## config.mk

```make
export PLATFORM = sky130hd
export DESIGN_NAME = port_pin_logic
export DESIGN_NICKNAME = d
export VERILOG_FILES = /design/src/port_pkg.sv /design/src/port_pin_logic.sv /design/src/noise_filter.sv
export SDC_FILE = /design/constraint.sdc
export NUM_CORES = 1
export LEC_CHECK = 0
export ABC_AREA = 0
export BUFFER_PORTS_ARGS = -buffer_cell sky130_fd_sc_hd__buf_2
export CORE_ASPECT_RATIO = 0.8
export CORE_MARGIN = 8
export CORE_UTILIZATION = 50
export DETAILED_ROUTE_END_ITERATION = 8
export GPL_TIMING_DRIVEN = 0
export PLACE_DENSITY = 0.74
export SETUP_SLACK_MARGIN = 0.02
export SLEW_MARGIN = 10
export SYNTH_ARGS = -nofsm -noshare
export SYNTH_HDL_FRONTEND = slang
export SYNTH_SLANG_ARGS = --single-unit
export TNS_END_PERCENT = 5
```

## constraint.sdc

```tcl
create_clock -name pclk -period 2.07 [get_ports pclk]
set_input_delay 0.207 -clock pclk [delete_from_list [all_inputs] [get_ports pclk]]
set_output_delay 0.207 -clock pclk [all_outputs]
set_load 0.05 [all_outputs]
```

## src/port_pkg.sv

```systemverilog
// Shared constants for the port and pin-function logic over APB
package port_pkg;
  // Register byte offsets
  localparam logic [7:0] OFF_PORT_ZERO = 8'h00;
  localparam logic [7:0] OFF_PORT_ONE = 8'h04;
  localparam logic [7:0] OFF_PORT_TWO = 8'h08;
  localparam logic [7:0] OFF_PORT_THREE = 8'h0c;
  localparam logic [7:0] OFF_PORT_FOUR = 8'h10;
  localparam logic [7:0] OFF_PORT_FIVE = 8'h14;
  localparam logic [7:0] OFF_PORT_SIX = 8'h18;
  localparam logic [7:0] OFF_PORT_SEVEN = 8'h1c;
  localparam logic [7:0] OFF_DIR_THREE = 8'h20;
  localparam logic [7:0] OFF_DIR_SIX = 8'h24;
  localparam logic [7:0] OFF_PULLUP = 8'h28;
  localparam logic [7:0] OFF_BIT_PORT = 8'h2c;
  localparam logic [7:0] OFF_SEG_SEL = 8'h30;
  localparam logic [7:0] OFF_EDGE_CFG = 8'h34;
  localparam logic [7:0] OFF_EVENTS = 8'h38;
  localparam logic [7:0] OFF_MISC = 8'h3c;
  // Pull-up enable bit positions
  localparam int PU_ZERO = 0;
  localparam int PU_ONE = 1;
  localparam int PU_TWO = 2;
  localparam int PU_THREE = 3;
  localparam int PU_SIX = 4;
  localparam int PU_SEVEN = 5;
  // Edge select bit positions (1 = rising)
  localparam int EDGE_IRQ_ZERO = 0;
  localparam int EDGE_IRQ_ONE = 1;
  localparam int EDGE_IRQ_FOUR = 2;
  // Event bit positions
  localparam int EV_IRQ_ZERO = 0;
  localparam int EV_IRQ_ONE = 1;
  localparam int EV_IRQ_FOUR = 2;
  localparam int EV_TEST_TWO = 3;
  localparam int EV_KEY = 4;
  // Misc register bit positions
  localparam int MISC_PROG_MODE = 0;
  localparam int MISC_SUB_OSC = 1;
  // Reset values
  localparam logic [3:0] RST_NIBBLE = 4'h0;
  localparam logic [3:0] RST_OPEN_DRAIN = 4'hf;
  localparam logic [7:0] RST_BYTE = 8'h00;
  localparam logic [5:0] RST_PULLUP = 6'h00;
  localparam logic [2:0] RST_EDGE = 3'h0;
  localparam logic [4:0] RST_EVENTS = 5'h00;
  // Noise filter timing
  localparam int NOISE_MIN_NS = 300;
  localparam int CLK_PERIOD_NS = 100;
  localparam int NOISE_CYCLES = (NOISE_MIN_NS + CLK_PERIOD_NS - 1) / CLK_PERIOD_NS;
  localparam logic [31:0] RDATA_ZERO = 32'h0000_0000;
endpackage

```

## src/port_pin_logic.sv

```systemverilog
// General-purpose ports, pull-up control and edge detection with APB registers
//
// The register offsets and the APB slave port were chosen for this implementation.
`timescale 1ns/10ps
//////////////////////////////////////////////////////////////////////////////
// Function
// - Port zero: line zero input only; pull-up one bit for lines one to three
// - One pull-up bit enables all four lines of each of ports one, two, three, six and seven
// - Vectored irq zero is noise filtered before edge detection
// - Port three direction is set per bit
// - Port six, key returns zero to three, direction set per bit
// - Ports four and five are open drain, drive low only, float after reset
// - Programming mode: port four low nibble, port five high nibble
// - Eight bit-port outputs share pins with segment outputs 24 to 31
// - Vectored irq four detects a selectable rising or falling edge
// - Vectored irqs zero and one have selectable edge and raise requests
// - Test input two detects rising edges and sets a polled flag
// - Eight key-return lines; any falling edge sets the key flag
// - Sub oscillator pin readable as a one-bit test input
// - Low reset input holds the block in reset
module port_pin_logic
  import port_pkg::*;
(
  input wire logic pclk, // APB clock, 10 MHz
  input wire logic presetn, // Async reset, active low
  input wire logic psel, // APB select
  input wire logic penable, // APB enable
  input wire logic pwrite, // APB write
  input wire logic [7:0] paddr, // APB byte address
  input wire logic [31:0] pwdata, // APB write data
  output logic [31:0] prdata, // APB read data
  output logic pready, // APB ready
  output logic pslverr, // APB error
  input wire logic [3:0] port_zero_in, // Port zero pin levels
  output logic [3:0] port_zero_pu, // Port zero pull-up enables
  input wire logic [3:0] port_one_in, // Port one pin levels
  output logic [3:0] port_one_pu, // Port one pull-up enables
  input wire logic [3:0] port_two_in, // Port two pin levels
  output logic [3:0] port_two_out, // Port two drive data
  output logic [3:0] port_two_oe, // Port two output enables
  output logic [3:0] port_two_pu, // Port two pull-up enables
  input wire logic [3:0] port_three_in, // Port three pin levels
  output logic [3:0] port_three_out, // Port three drive data
  output logic [3:0] port_three_oe, // Port three output enables
  output logic [3:0] port_three_pu, // Port three pull-up enables
  input wire logic [3:0] port_four_in, // Port four pin levels
  output logic [3:0] port_four_out, // Port four drive data, always low
  output logic [3:0] port_four_oe, // Port four pull-low enables
  input wire logic [3:0] port_five_in, // Port five pin levels
  output logic [3:0] port_five_out, // Port five drive data, always low
  output logic [3:0] port_five_oe, // Port five pull-low enables
  input wire logic [3:0] port_six_in, // Port six pin levels
  output logic [3:0] port_six_out, // Port six drive data
  output logic [3:0] port_six_oe, // Port six output enables
  output logic [3:0] port_six_pu, // Port six pull-up enables
  input wire logic [3:0] port_seven_in, // Port seven pin levels
  output logic [3:0] port_seven_out, // Port seven drive data
  output logic [3:0] port_seven_oe, // Port seven output enables
  output logic [3:0] port_seven_pu, // Port seven pull-up enables
  output logic [7:0] bit_port_outputs, // Bit-port data
  output logic [7:0] bit_port_sel, // 1 = pin is bit port, 0 = segment
  input wire logic sub_osc_input, // Sub oscillator pin level
  input wire logic prog_mode, // Program write/verify mode strap
  input wire logic [7:0] prog_data_out, // Byte to drive in verify
  input wire logic prog_data_drive, // Drive the byte in verify
  output logic [7:0] prog_data_in, // Byte seen on ports four/five
  output logic irq_zero_req, // Vectored request zero, pulse
  output logic irq_one_req, // Vectored request one, pulse
  output logic irq_four_req // Vectored request four, pulse
);
  //////////////////////////////////////////////////////////////////////////////
  // Input synchronisers
  localparam int NIN = 34;
  logic [NIN-1:0] pins;
  logic [NIN-1:0] meta_r;
  logic [NIN-1:0] sync_r;
  assign pins = {prog_mode, sub_osc_input, port_seven_in, port_six_in, port_five_in,
                 port_four_in, port_three_in, port_two_in, port_one_in, port_zero_in};

  always_ff @(posedge pclk or negedge presetn) begin
    if (!presetn) begin
      meta_r <= '0;
      sync_r <= '0;
    end else begin
      meta_r <= pins;
      sync_r <= meta_r;
    end
  end

  logic [3:0] p0_s, p1_s, p2_s, p3_s, p4_s, p5_s, p6_s, p7_s;
  logic sub_s, prog_s;
  assign {prog_s, sub_s, p7_s, p6_s, p5_s, p4_s, p3_s, p2_s, p1_s, p0_s} = sync_r;

  //////////////////////////////////////////////////////////////////////////////
  // Control registers
  logic [3:0] out2_r, out3_r, out4_r, out5_r, out6_r, out7_r;
  logic [3:0] dir3_r, dir6_r, oe2_r, oe7_r;
  logic [5:0] pullup_r;
  logic [7:0] bitport_r, segsel_r;
  logic [2:0] edge_r;
  logic [4:0] events_r;
  logic [4:0] ev_set;
  logic wr, rd;
  assign wr = psel && penable && pwrite;
  assign rd = psel && penable && !pwrite;

  logic mapped;
  assign mapped = (paddr[1:0] == 2'b00) && (paddr <= OFF_MISC);

  // Data registers: writes to data offsets store output latches
  always_ff @(posedge pclk or negedge presetn) begin
    if (!presetn) begin
      out2_r <= RST_NIBBLE;
      out3_r <= RST_NIBBLE;
      out4_r <= RST_OPEN_DRAIN;
      out5_r <= RST_OPEN_DRAIN;
      out6_r <= RST_NIBBLE;
      out7_r <= RST_NIBBLE;
      oe2_r <= RST_NIBBLE;
      oe7_r <= RST_NIBBLE;
    end else if (wr) begin
      case (paddr)
        // Writing the data latch of port two or port seven turns all its lines to output
        OFF_PORT_TWO: begin
          out2_r <= pwdata[3:0];
          oe2_r <= 4'hf;
        end
        OFF_PORT_THREE: out3_r <= pwdata[3:0];
        OFF_PORT_FOUR: out4_r <= pwdata[3:0];
        OFF_PORT_FIVE: out5_r <= pwdata[3:0];
        OFF_PORT_SIX: out6_r <= pwdata[3:0];
        OFF_PORT_SEVEN: begin
          out7_r <= pwdata[3:0];
          oe7_r <= 4'hf;
        end
        default: ;
      endcase
    end
  end

  always_ff @(posedge pclk or negedge presetn) begin
    if (!presetn) begin
      dir3_r <= RST_NIBBLE;
      dir6_r <= RST_NIBBLE;
      pullup_r <= RST_PULLUP;
      bitport_r <= RST_BYTE;
      segsel_r <= RST_BYTE;
      edge_r <= RST_EDGE;
    end else if (wr) begin
      case (paddr)
        OFF_DIR_THREE: dir3_r <= pwdata[3:0];
        OFF_DIR_SIX: dir6_r <= pwdata[3:0];
        OFF_PULLUP: pullup_r <= pwdata[5:0];
        OFF_BIT_PORT: bitport_r <= pwdata[7:0];
        OFF_SEG_SEL: segsel_r <= pwdata[7:0];
        OFF_EDGE_CFG: edge_r <= pwdata[2:0];
        default: ;
      endcase
    end
  end

  //////////////////////////////////////////////////////////////////////////////
  // Edge detection
  logic irq0_f;
  noise_filter #(
    .STABLE(NOISE_CYCLES)
  ) u_irq0_filter (
    .pclk(pclk),
    .presetn(presetn),
    .din(p1_s[0]),
    .dout(irq0_f)
  );

  logic irq0_d_r, irq1_d_r, irq4_d_r, test2_d_r;
  logic [7:0] key_d_r;
  logic [7:0] keys;
  assign keys = {p7_s, p6_s};

  always_ff @(posedge pclk or negedge presetn) begin
    if (!presetn) begin
      irq0_d_r <= 1'b0;
      irq1_d_r <= 1'b0;
      irq4_d_r <= 1'b0;
      test2_d_r <= 1'b0;
      // Matches the synchroniser's reset so no false falling edge follows reset
      key_d_r <= RST_BYTE;
    end else begin
      irq0_d_r <= irq0_f;
      irq1_d_r <= p1_s[1];
      irq4_d_r <= p0_s[0];
      test2_d_r <= p1_s[2];
      key_d_r <= keys;
    end
  end

  // Edge select: 1 picks rising, 0 picks falling
  function automatic logic edge_hit(input logic now, input logic was, input logic rise);
    edge_hit = rise ? (now && !was) : (!now && was);
  endfunction

  assign ev_set[EV_IRQ_ZERO] = edge_hit(irq0_f, irq0_d_r, edge_r[EDGE_IRQ_ZERO]);
  assign ev_set[EV_IRQ_ONE] = edge_hit(p1_s[1], irq1_d_r, edge_r[EDGE_IRQ_ONE]);
  assign ev_set[EV_IRQ_FOUR] = edge_hit(p0_s[0], irq4_d_r, edge_r[EDGE_IRQ_FOUR]);
  assign ev_set[EV_TEST_TWO] = p1_s[2] && !test2_d_r;
  assign ev_set[EV_KEY] = |(key_d_r & ~keys);

  // Sticky flags, write one to clear; a new event wins over the clear
  always_ff @(posedge pclk or negedge presetn) begin
    if (!presetn) begin
      events_r <= RST_EVENTS;
    end else begin
      events_r <= (events_r & ~((wr && paddr == OFF_EVENTS) ? pwdata[4:0] : 5'h00)) | ev_set;
    end
  end

  always_ff @(posedge pclk or negedge presetn) begin
    if (!presetn) begin
      irq_zero_req <= 1'b0;
      irq_one_req <= 1'b0;
      irq_four_req <= 1'b0;
    end else begin
      irq_zero_req <= ev_set[EV_IRQ_ZERO];
      irq_one_req <= ev_set[EV_IRQ_ONE];
      irq_four_req <= ev_set[EV_IRQ_FOUR];
    end
  end

  //////////////////////////////////////////////////////////////////////////////
  // Pin drive
  always_ff @(posedge pclk or negedge presetn) begin
    if (!presetn) begin
      port_zero_pu <= RST_NIBBLE;
      port_one_pu <= RST_NIBBLE;
      port_two_pu <= RST_NIBBLE;
      port_three_pu <= RST_NIBBLE;
      port_six_pu <= RST_NIBBLE;
      port_seven_pu <= RST_NIBBLE;
      port_two_out <= RST_NIBBLE;
      port_two_oe <= RST_NIBBLE;
      port_three_out <= RST_NIBBLE;
      port_three_oe <= RST_NIBBLE;
      port_six_out <= RST_NIBBLE;
      port_six_oe <= RST_NIBBLE;
      port_seven_out <= RST_NIBBLE;
      port_seven_oe <= RST_NIBBLE;
      port_four_out <= RST_NIBBLE;
      port_four_oe <= RST_NIBBLE;
      port_five_out <= RST_NIBBLE;
      port_five_oe <= RST_NIBBLE;
      bit_port_outputs <= RST_BYTE;
      bit_port_sel <= RST_BYTE;
      prog_data_in <= RST_BYTE;
    end else begin
      // Line zero of port zero is input only, so it never gets a pull-up
      port_zero_pu <= {{3{pullup_r[PU_ZERO]}}, 1'b0};
      port_one_pu <= {4{pullup_r[PU_ONE]}};
      port_two_pu <= {4{pullup_r[PU_TWO]}};
      port_three_pu <= {4{pullup_r[PU_THREE]}};
      port_six_pu <= {4{pullup_r[PU_SIX]}};
      port_seven_pu <= {4{pullup_r[PU_SEVEN]}};
      port_two_out <= out2_r;
      port_two_oe <= oe2_r;
      port_three_out <= out3_r;
      port_three_oe <= dir3_r;
      port_six_out <= out6_r;
      port_six_oe <= dir6_r;
      port_seven_out <= out7_r;
      port_seven_oe <= oe7_r;
      port_four_out <= RST_NIBBLE;
      port_five_out <= RST_NIBBLE;
      if (prog_s) begin
        // Verify drives zeros of the byte; ones float to the external pull-up
        port_four_oe <= prog_data_drive ? ~prog_data_out[3:0] : 4'h0;
        port_five_oe <= prog_data_drive ? ~prog_data_out[7:4] : 4'h0;
      end else begin
        port_four_oe <= ~out4_r;
        port_five_oe <= ~out5_r;
      end
      prog_data_in <= {p5_s, p4_s};
      bit_port_outputs <= bitport_r;
      bit_port_sel <= segsel_r;
    end
  end

  //////////////////////////////////////////////////////////////////////////////
  // APB read and answer
  logic [31:0] rd_nxt;
  always_comb begin
    rd_nxt = RDATA_ZERO;
    case (paddr)
      OFF_PORT_ZERO: rd_nxt[3:0] = p0_s;
      OFF_PORT_ONE: rd_nxt[3:0] = p1_s;
      OFF_PORT_TWO: rd_nxt[3:0] = p2_s;
      OFF_PORT_THREE: rd_nxt[3:0] = p3_s;
      OFF_PORT_FOUR: rd_nxt[3:0] = p4_s;
      OFF_PORT_FIVE: rd_nxt[3:0] = p5_s;
      OFF_PORT_SIX: rd_nxt[3:0] = p6_s;
      OFF_PORT_SEVEN: rd_nxt[3:0] = p7_s;
      OFF_DIR_THREE: rd_nxt[3:0] = dir3_r;
      OFF_DIR_SIX: rd_nxt[3:0] = dir6_r;
      OFF_PULLUP: rd_nxt[5:0] = pullup_r;
      OFF_BIT_PORT: rd_nxt[7:0] = bitport_r;
      OFF_SEG_SEL: rd_nxt[7:0] = segsel_r;
      OFF_EDGE_CFG: rd_nxt[2:0] = edge_r;
      OFF_EVENTS: rd_nxt[4:0] = events_r;
      OFF_MISC: begin
        rd_nxt[MISC_PROG_MODE] = prog_s;
        rd_nxt[MISC_SUB_OSC] = sub_s;
      end
      default: rd_nxt = RDATA_ZERO;
    endcase
  end

  // Zero-wait slave: ready in the first access cycle, output from a flop
  always_ff @(posedge pclk or negedge presetn) begin
    if (!presetn) begin
      prdata <= RDATA_ZERO;
      pready <= 1'b0;
      pslverr <= 1'b0;
    end else begin
      pready <= psel && !penable;
      pslverr <= psel && !penable && !mapped;
      prdata <= (psel && !penable && !pwrite) ? rd_nxt : RDATA_ZERO;
    end
  end
endmodule

```

## src/noise_filter.sv

```systemverilog
// Glitch filter: output follows input only after it has held steady
`timescale 1ns/10ps
module noise_filter
  import port_pkg::*;
#(
  parameter int STABLE = 3
) (
  input wire logic pclk, // Clock
  input wire logic presetn, // Async reset, active low
  input wire logic din, // Synchronised input
  output logic dout // Filtered level
);
  logic [3:0] cnt_r;

  always_ff @(posedge pclk or negedge presetn) begin
    if (!presetn) begin
      cnt_r <= 4'h0;
      dout <= 1'b0;
    end else if (din == dout) begin
      cnt_r <= 4'h0;
    end else if (cnt_r >= 4'(STABLE - 1)) begin
      cnt_r <= 4'h0;
      dout <= din;
    end else begin
      cnt_r <= cnt_r + 4'h1;
    end
  end
endmodule

```

-- Word-level counts from Yosys, hierarchy flattened
Index checks and enable logic that the tools add are counted.
- flip-flop bits (word level): 226
- bits of input ports: 88
- output and inout bits: 133
- word-level logic and storage cells: 135
- add/subtract/negate cells: 1
- order comparisons: 2
- equal/unequal tests: 16
- multiplexer cells: 17
- bitwise operators: 10
- reduce and logical (&&, ||, !) cells: 40
- operators with widths (operator ; count):
    8-bit by 6-bit == test with 1-bit output (second input constant) ; 8
    8-bit by 5-bit == test with 1-bit output (second input constant) ; 4
    2-bit one-hot mux with 16 select lines ; 1
    2-bit AND reduction ; 13
    4-bit two-way mux ; 6
    8-bit by 4-bit == test with 1-bit output (second input constant) ; 2
    4-bit inverter ; 4
    1-bit one-hot mux with 15 select lines ; 1
    1-bit logical AND ; 14
    1-bit one-hot mux with 14 select lines ; 1
    1-bit zero test ; 10
    8-bit bitwise AND ; 1
    8-bit by 3-bit == test with 1-bit output (second input constant) ; 1
    8-bit by 6-bit less-or-equal comparator with 1-bit output (second input constant) ; 1
    8-bit zero test ; 1
    8-bit two-way mux ; 1
    8-bit inverter ; 1
    8-bit OR reduction ; 1
    5-bit bitwise AND ; 1
    5-bit two-way mux ; 1
    5-bit inverter ; 1
    5-bit OR ; 1
    4-bit by 1-bit adder with 4-bit output (second input constant) ; 1
    4-bit by 2-bit greater-or-equal comparator with 1-bit output (second input constant) ; 1
    other kinds (7) ; 9

-- Longest topological paths before layout
Gate-level depths: netlist (run 1).
- word-level depth: 7
- gate-level depth with buffers: 6
- depth with buffers taken out: 5

-- Modules after synthesis
A second synthesis (run 1) with hierarchy kept.
- cell total of the unflattened synthesis: 544
- area total of the unflattened synthesis: 8050.2 sq um
- by module, submodules not included (module ; times used ; cells an instance ; area an instance (sq um) ; seq. area each (sq um)):
    port_pin_logic ; 1 ; 529 ; 7840.0 ; 5540.3
    noise_filter ; 1 ; 15 ; 210.2 ; 125.1

-- Least setup slack after synthesis (run 1)
Ideal clock, no wire load.
- path kind: input -> register
- start point: in paddr[5]
- end point: reg bitport_r[0]
- library setup time: 0.125 ns
- data arrival time: 1.651 ns
- data required time: 1.945 ns
- slack: 0.294 ns
- stages on the path: 5
- buffers on the path: 2
- cell sequence: buf_4 -> or4b_4 -> buf_6 -> nor3_4 -> mux2_2
- cells in the longest elaborated chain, start to end: 2
- ends and longest elaborated chain (item ; RTL line ; source):
    start: declaration ; port_pin_logic.sv:29 ; input wire logic [7:0] paddr,
    8-bit by 6-bit == test with 1-bit output ; port_pin_logic.sv:150 ; case (paddr)
    2-bit AND reduction (no line) ; -- ;
    end signal: assignment ; port_pin_logic.sv:154 ; OFF_BIT_PORT: bitport_r <= pwdata[7:0];
    end: declaration ; port_pin_logic.sv:99 ; logic [7:0] bitport_r, segsel_r;
Every way passes these cells.
A chain may end at the register's enable or synchronous reset.

-- Worst setup path in the final report (run 1)
- start point: in paddr[2]
- end point: reg prdata[2]
- cells in the longest elaborated chain, start to end: 3
- elaborated cells on any way between the ends: 17
- classes of those cells: eq/ne (14); mux (2); reduce/logical (1)
- ends and longest elaborated chain (item ; RTL line ; source):
    8-bit by 6-bit == test with 1-bit output (tied with other cells) ; port_pin_logic.sv:290 ; case (paddr)
    1-bit one-hot mux with 15 select lines * ; port_pin_logic.sv:290 ;
    8-bit two-way mux * ; port_pin_logic.sv:323 ; prdata <= (psel && !penable && !pwrite) ? rd_nxt : RDATA_ZERO;
    end signal: assignment ; port_pin_logic.sv:323 ;
    end: declaration ; port_pin_logic.sv:31 ; output logic [31:0] prdata,
Mark *: on every way between the ends. The rest lies on a longest branch, timed or not.

==> results_dict.tcl, run 1 <==
set metrics [dict create \
    fin_crit_ns 1.81 \
    syn_inst 524 \
    ios 221 \
    synth_top_area_share_pct 68.0 \
    synth_edf_count 0 \
    cts_max_path_buffers 3 \
    start_util_pct 50.9 \
    hold_violations 0 \
    drtIter0Drc 185 \
    num-nets-final 885 \
    fp.dieW_um 158 \
    hpwl_um 13400 \
    ys_types 55 \
    drt-wirelength-per-cell_um 18.5 \
    dieHeight_um 129 \
    grt_max_degree 94 \
    slowest_stage "nor4b_1" \
    pwr-share-clk_pct 42.2 \
    worstPathCellList "buf_2 > buf_2 > nor4b_1 > and3_1 > a211oi_1 > a31oi_1" \
    antenna_found_initial 1 \
    syn_to_final_growth_pct 31.5 \
    max_freq_mhz 553 \
    utilization_pct 67.0 \
    coreArea_um2 15700 \
    drv_cap 0 \
    worstPathArrival_ns 2.20 \
    post_cts_buffers 0 \
    synth_ff_type "dfrtp_1" \
    tightest_slew_ns 1.12 \
    ys_ff_latch 226 \
    yosysSeqAreaShare_pct 70.7 \
    viasPerCell 4.88 \
    place.port_buffers 162 \
    p_int_uw 7320 \
    synth_commonest_cells "dfrtp_1, mux2_2, buf_4, nand2_1, nor2_1" \
    holdWs_ns 0.0292 \
    cp-start-kind "primary input" \
    htreeDepth 1 \
    power_frac_comb_pct 9.3 \
    path_class "in -> reg" \
    wl_um 19000 \
    critPathRequiredTime_ns 2.46 \
    clock_latency_ns 0.49 \
    clock_sinks 226 \
    vias 5009 \
    rsz0062_at_grt "no" \
    crit_fanout 10 \
    yosys.area.top_type "dfrtp_1" \
    cpMostUsedCell "buf_2" \
    avgSynthCellArea_um2 15.3 \
    critPathCaptureType "flop" \
    max_stage_delay_ns 0.95 \
    drt_first_pass_iters 4 \
    relSlewSlack_pct 24.3 \
    async_reset_ff_share_pct 100 \
    gp_congestion 0.804 \
    synth.most_common_cell "dfrtp_1" \
    cts-root-buf "clkbuf_16" \
    ant_nets 0 \
    grt_pass1_wl_um 30200 \
    power.share.sequential_pct 48.6 \
    outcome "completed" \
    synth_warnings 0 \
    numCtsBuffers 22 \
    finalMaxSlewViolations 0 \
    dpl_cell_area_um2 9290 \
    p_switching_uw 2240 \
    cts.clk_slew.worst_paths_ns 0.06 \
    grt_pass1_vias 5520 \
    drive_above_1_share_pct 42.0 \
    netlist_area_um2 8020 \
    p_per_area_nw_per_um2 906 \
    yosys-top-cells-area "dfrtp_1, mux2_2, buf_4" \
    p_sw_share_pct 23.4 \
    hp-class "in -> reg" \
    fillers 1098 \
    peakVddDrop_mv 0.607 \
    grt_overflow_total 0 \
    skew_ns 0.00643 \
    p_leak_uw 0.00544 \
    cts_tree "yes" \
    track_usage_pct 19.0 \
    design.die.area_um2 20400 \
    timing.final.crit_share_pct 87.3 \
    finalSetupViolCount 0 \
    num_rows 41 \
    final_area_um2 10500 \
    post-route-drc-count 0 \
]
==> layout make-up <==
class	count	area, um^2	share of cell area [%]
Timing Repair Buffer	214	1380	13.0
Buffer	71	492	4.66
Sequential cell	226	5670	53.7
Antenna cell	1	2.50	0.0237
Multi-Input combinational cell	248	1950	18.5
Clock inverter	6	86.3	0.818
Tap cell	215	269	2.55
Clock buffer	33	663	6.29
Inverter	12	45.0	0.427
==> cell usage in the layout, fill, tap and decap left out, types with 4 or more instances in the layout <==
cell type	Yosys	layout
a21o_1	4	4
a22oi_1	5	5
a31oi_1	4	4
buf_2	3	164
buf_4	57	57
clkbuf_1	9	14
clkbuf_16	0	23
clkbuf_8	0	5
conb_1	1	34
dfrtp_1	218	218
dfstp_2	8	8
dlygate4sd3_1	0	50
inv_1	12	12
mux2_2	60	60
mux2i_1	14	14
mux4_2	5	5
nand2_1	23	23
nand2b_1	4	4
nand3_1	4	4
nor2_1	16	16
nor3_1	6	6
nor4_1	7	7
o21ai_0	4	4
o22ai_1	14	14
==> worst max-delay path, delay by kind of cell <==
| family | cells | cell delay [ns] |
|---|---|---|
| AND/OR/NAND/NOR | 2 | 1.24 |
| buffers and inverters | 2 | 0.40 |
| AO/OA/AOI/OAI | 2 | 0.34 |
==> kinds of logic (layout without fill, tap and decap cells) <==
group | after synthesis | after routing | synth area share, %
compound gates | 47 | 47 | 4.13
mux | 80 | 80 | 11.7
other cells | 1 | 35 | 0.0468
simple gates | 84 | 84 | 6.33
xor+xnor | 1 | 1 | 0.109
buf+inv | 83 | 336 | 6.69
flops | 226 | 226 | 70.7
fa+ha+maj | 2 | 2 | 0.312
==> registers in the layout, indices dropped and copies added (netlist names), 5 cells and up <==
signal and flops:
meta_r 34, sync_r 34, bit_port_outputs 8, bit_port_sel 8, bitport_r 8, key_d_r 8, prdata 8, prog_data_in 8
segsel_r 8, pullup_r 6, events_r 5
==> final timing paths <==
kind,startpoint,end,slack (ns),depth (start not counted)
worst max-delay path,paddr[2],prdata[2]$_DFF_PN0_,0.26,6
min in group asynchronous,presetn,u_irq0_filter.cnt_r[2]$_DFF_PN0_,0.22,2
max in group asynchronous,presetn,meta_r[15]$_DFF_PN0_,1.08,3
worst max register to register,sync_r[20]$_DFF_PN0_,prdata[0]$_DFF_PN0_,0.42,4
worst min-delay path,pwdata[3],dir3_r[3]$_DFFE_PN0P_,0.03,2
worst min register to register,meta_r[11]$_DFF_PN0_,sync_r[11]$_DFF_PN0_,0.35,0
==> through the flow <==
step | std cells | TNS [ns] | setup WS, ns | total power [uW]
2_1_floorplan | 557 | 0 | 0.294 | 5220
3_3_place_gp | 934 | -588.41 | -2.64 | 5490
3_5_place_dp | 936 | -5.16 | -0.334 | 5530
4_1_cts | 1025 | 0 | 0.182 | 9650
5_1_grt | 1026 | 0 | 0.109 | 9910
6_report | 1026 | 0 | 0.262 | 9550
==> layer usage <==
layer  vias to the layer above  wire (um)  track usage, %
li1                       2278          -               -
met1                      2530       7940            24.3
met2                       164       9310            31.8
met3                        37       1410            4.99
met4                         0        368            5.20
met5                         -          0               0
==> power by group through the flow <==
stage	clock (uW)	combinational [uW]	sequential, uW
6_report	4030	887	4640
5_1_grt	4300	953	4650
4_1_cts	4120	886	4640
3_5_place_dp	0	809	4720
3_3_place_gp	0	780	4710
2_1_floorplan	0	378	4840
==> repair_timing <==
item / 4_1_cts / 5_1_grt
hold buffers: 50 / 0
setup endpoints to repair: 0 / 1
endpoints found under the hold margin: 113 / 0
gates resized for setup: 0 / 1
Power figures use the tool's default switching activity.
==> run 2, diff against run 1 <==
Settings changed: ABC_AREA 0 to 1, REMOVE_ABC_BUFFERS set to 1.
==> results_dict.tcl, run 2 <==
set metrics [dict create \
    crit_fanout 13 \
    stdcell_count 1120 \
    post_cts_buffers 0 \
    ys_types 32 \
    cts-root-buf "clkbuf_16" \
    tightest_slew_ns 0.850 \
    hp-class "in -> reg" \
    placed_cells 1035 \
    p_per_area_nw_per_um2 908 \
    dieHeight_um 130 \
    power.total_uw 9010 \
    p_switching_uw 2150 \
    fp.dieW_um 158 \
    mostFrequentLayoutCells "dfrtp_1, buf_2, nand2_1" \
    cts_max_path_buffers 3 \
    clock_latency_ns 0.49 \
    coreArea_um2 15800 \
    start_util_pct 51.1 \
    synth_ff_type "dfrtp_1" \
    design.die.area_um2 20500 \
    async_reset_ff_share_pct 100 \
    worstPathCellList "dlygate4sd3_1 > buf_2 > nand2_1 > nor2_4 > nand2_1 > nand2_1 > o21ai_2" \
    clock_sinks 226 \
    yosys-top-cells-area "dfrtp_1, nand2_1, buf_4" \
    p_int_uw 6860 \
    max_stage_delay_ns 0.52 \
    hpwl_um 11900 \
    cpMostUsedCell "nand2_1" \
    grt_pass1_vias 5300 \
    worstPathArrival_ns 2.00 \
    top_regs "meta_r: 34 flops, sync_r: 34 flops" \
    drtIter0Drc 245 \
    wl_um 18300 \
    peakVddDrop_mv 0.766 \
    hold_buffers 48 \
    hold_violations 0 \
    holdWs_ns 0.0595 \
    syn_inst 696 \
    relSlewSlack_pct 43.3 \
    max_freq_mhz 614 \
    p_sw_share_pct 23.8 \
    synth_top_area_share_pct 67.5 \
    drive_above_1_share_pct 25.6 \
    timing.final.crit_share_pct 78.6 \
    outcome "completed" \
    place.port_buffers 163 \
    rsz0062_at_grt "no" \
    slowest_stage "dlygate4sd3_1" \
    finalMaxSlewViolations 0 \
    synth_warnings 0 \
    fillers 1270 \
    global_route.usage.met1_pct 22.5 \
    met2_usage_pct 29.1 \
    antenna_found_initial 2 \
    finalSetupViolCount 0 \
    critPathRequiredTime_ns 2.44 \
    drt-wirelength-per-cell_um 16.4 \
    pwr-share-clk_pct 40.4 \
    critPathCaptureType "flop" \
    power.share.sequential_pct 51.5 \
    fin_tns_setup_ns 0 \
    layout_setup_ws_ns 0.442 \
    numCtsBuffers 21 \
    ios 221 \
    synth_edf_count 0 \
    htreeDepth 1 \
    dpl_worst_slack_ns 0.0702 \
    ys_ff_latch 226 \
    grt_max_degree 117 \
    grtUsageMet3_pct 4.73 \
    yosysSeqAreaShare_pct 70.1 \
    syn_to_final_growth_pct 22.8 \
    track_usage_pct 17.6 \
    netlist_area_um2 8080 \
    avgSynthCellArea_um2 11.6 \
    n_antenna_cell 0 \
    cts_resized 0 \
    post-route-drc-count 0 \
    num-nets-final 981 \
    path_class "in -> reg" \
    viasPerCell 4.74 \
    gp_congestion 0.769 \
    cts.clk_slew.worst_paths_ns 0.06 \
    yosys.area.top_type "dfrtp_1" \
    drv_cap 0 \
    num_rows 41 \
    skew_ns 0.0140 \
    busiest_layer "met2" \
    vias 5313 \
    power_frac_comb_pct 8.1 \
    grt_overflow_total 0 \
    regArea_um2 5670 \
    cp-start-kind "primary input" \
    final_common_cell "dfrtp_1" \
    cts_tree "yes" \
    synth.most_common_cell "dfrtp_1" \
    ant_nets 0 \
    synth_commonest_cells "dfrtp_1, nand2_1, buf_4, nand3_1, o21ai_0" \
    grt_pass1_wl_um 28100 \
    multiInputGateArea_um2 1830 \
    drt_first_pass_iters 5 \
    p_leak_uw 0.00514 \
    fin_crit_ns 1.63 \
]
==> run 2: cell type report <==
type                            instances  share of cell area, %
Inverter                               42                   1.59
Clock inverter                          5                  0.505
Sequential cell                       226                   57.1
Clock buffer                           32                   6.02
Timing Repair Buffer                  213                   13.6
Multi-Input combinational cell        387                   18.5
Tap cell                              215                   2.71
==> run 2: worst max-delay path, delay by kind of cell <==
kind | cells | cell delay [ns]
AOI/OAI and AO/OA | 1 | 0.06
buffers and inverters | 2 | 0.63
and+or+nand+nor | 4 | 1.10
==> run 2: logic make-up (layout without fill, tap and decap cells) <==
family	after synthesis	in the layout	synth area share, %
buffers and inverters	116	292	8.78
adder cells (fa/ha/maj)	2	2	0.310
other	1	34	0.0464
XOR/XNOR	1	1	0.108
AO/OA/AOI/OAI	87	87	5.95
AND/OR/NAND/NOR	263	263	14.7
flip-flops	226	226	70.1
==> run 2: metrics by stage <==
step                instance area (um^2)  utilization (%)
finish                              9920             62.8
global route                        9920             62.8
CTS                                 9920             62.8
detailed placement                  8790             55.6
global placement                    8740             55.3
floorplan                           7650                -
==> run 2: final timing paths <==
check,startpoint,to,slack [ns],cells past startpoint
max in group asynchronous,presetn,key_d_r[1]$_DFF_PN0_,0.71,3
min,pwdata[4],pullup_r[4]$_DFFE_PN0P_,0.06,3
max,penable,pullup_r[4]$_DFFE_PN0P_,0.44,7
min in group asynchronous,presetn,port_four_oe[0]$_DFF_PN0_,0.36,2
min reg2reg,meta_r[32]$_DFF_PN0_,sync_r[32]$_DFF_PN0_,0.34,0
max reg2reg,u_irq0_filter.cnt_r[0]$_DFF_PN0_,u_irq0_filter.dout$_DFFE_PN0P_,0.75,6
==> run 2: routing by layer <==
layer | wire, um | vias up
li1 | - | 2533
met1 | 7640 | 2553
met2 | 8590 | 188
met3 | 1630 | 35
met4 | 444 | 4
met5 | 22 | -
==> run 2: power by group through the flow <==
stage | combinational, uW | sequential, uW | clock (uW)
final | 731 | 4630 | 3640
after global routing | 791 | 4650 | 3870
after CTS | 732 | 4630 | 3700
after detailed placement | 661 | 4710 | 0
after global placement | 642 | 4710 | 0
after floorplan | 249 | 4850 | 0
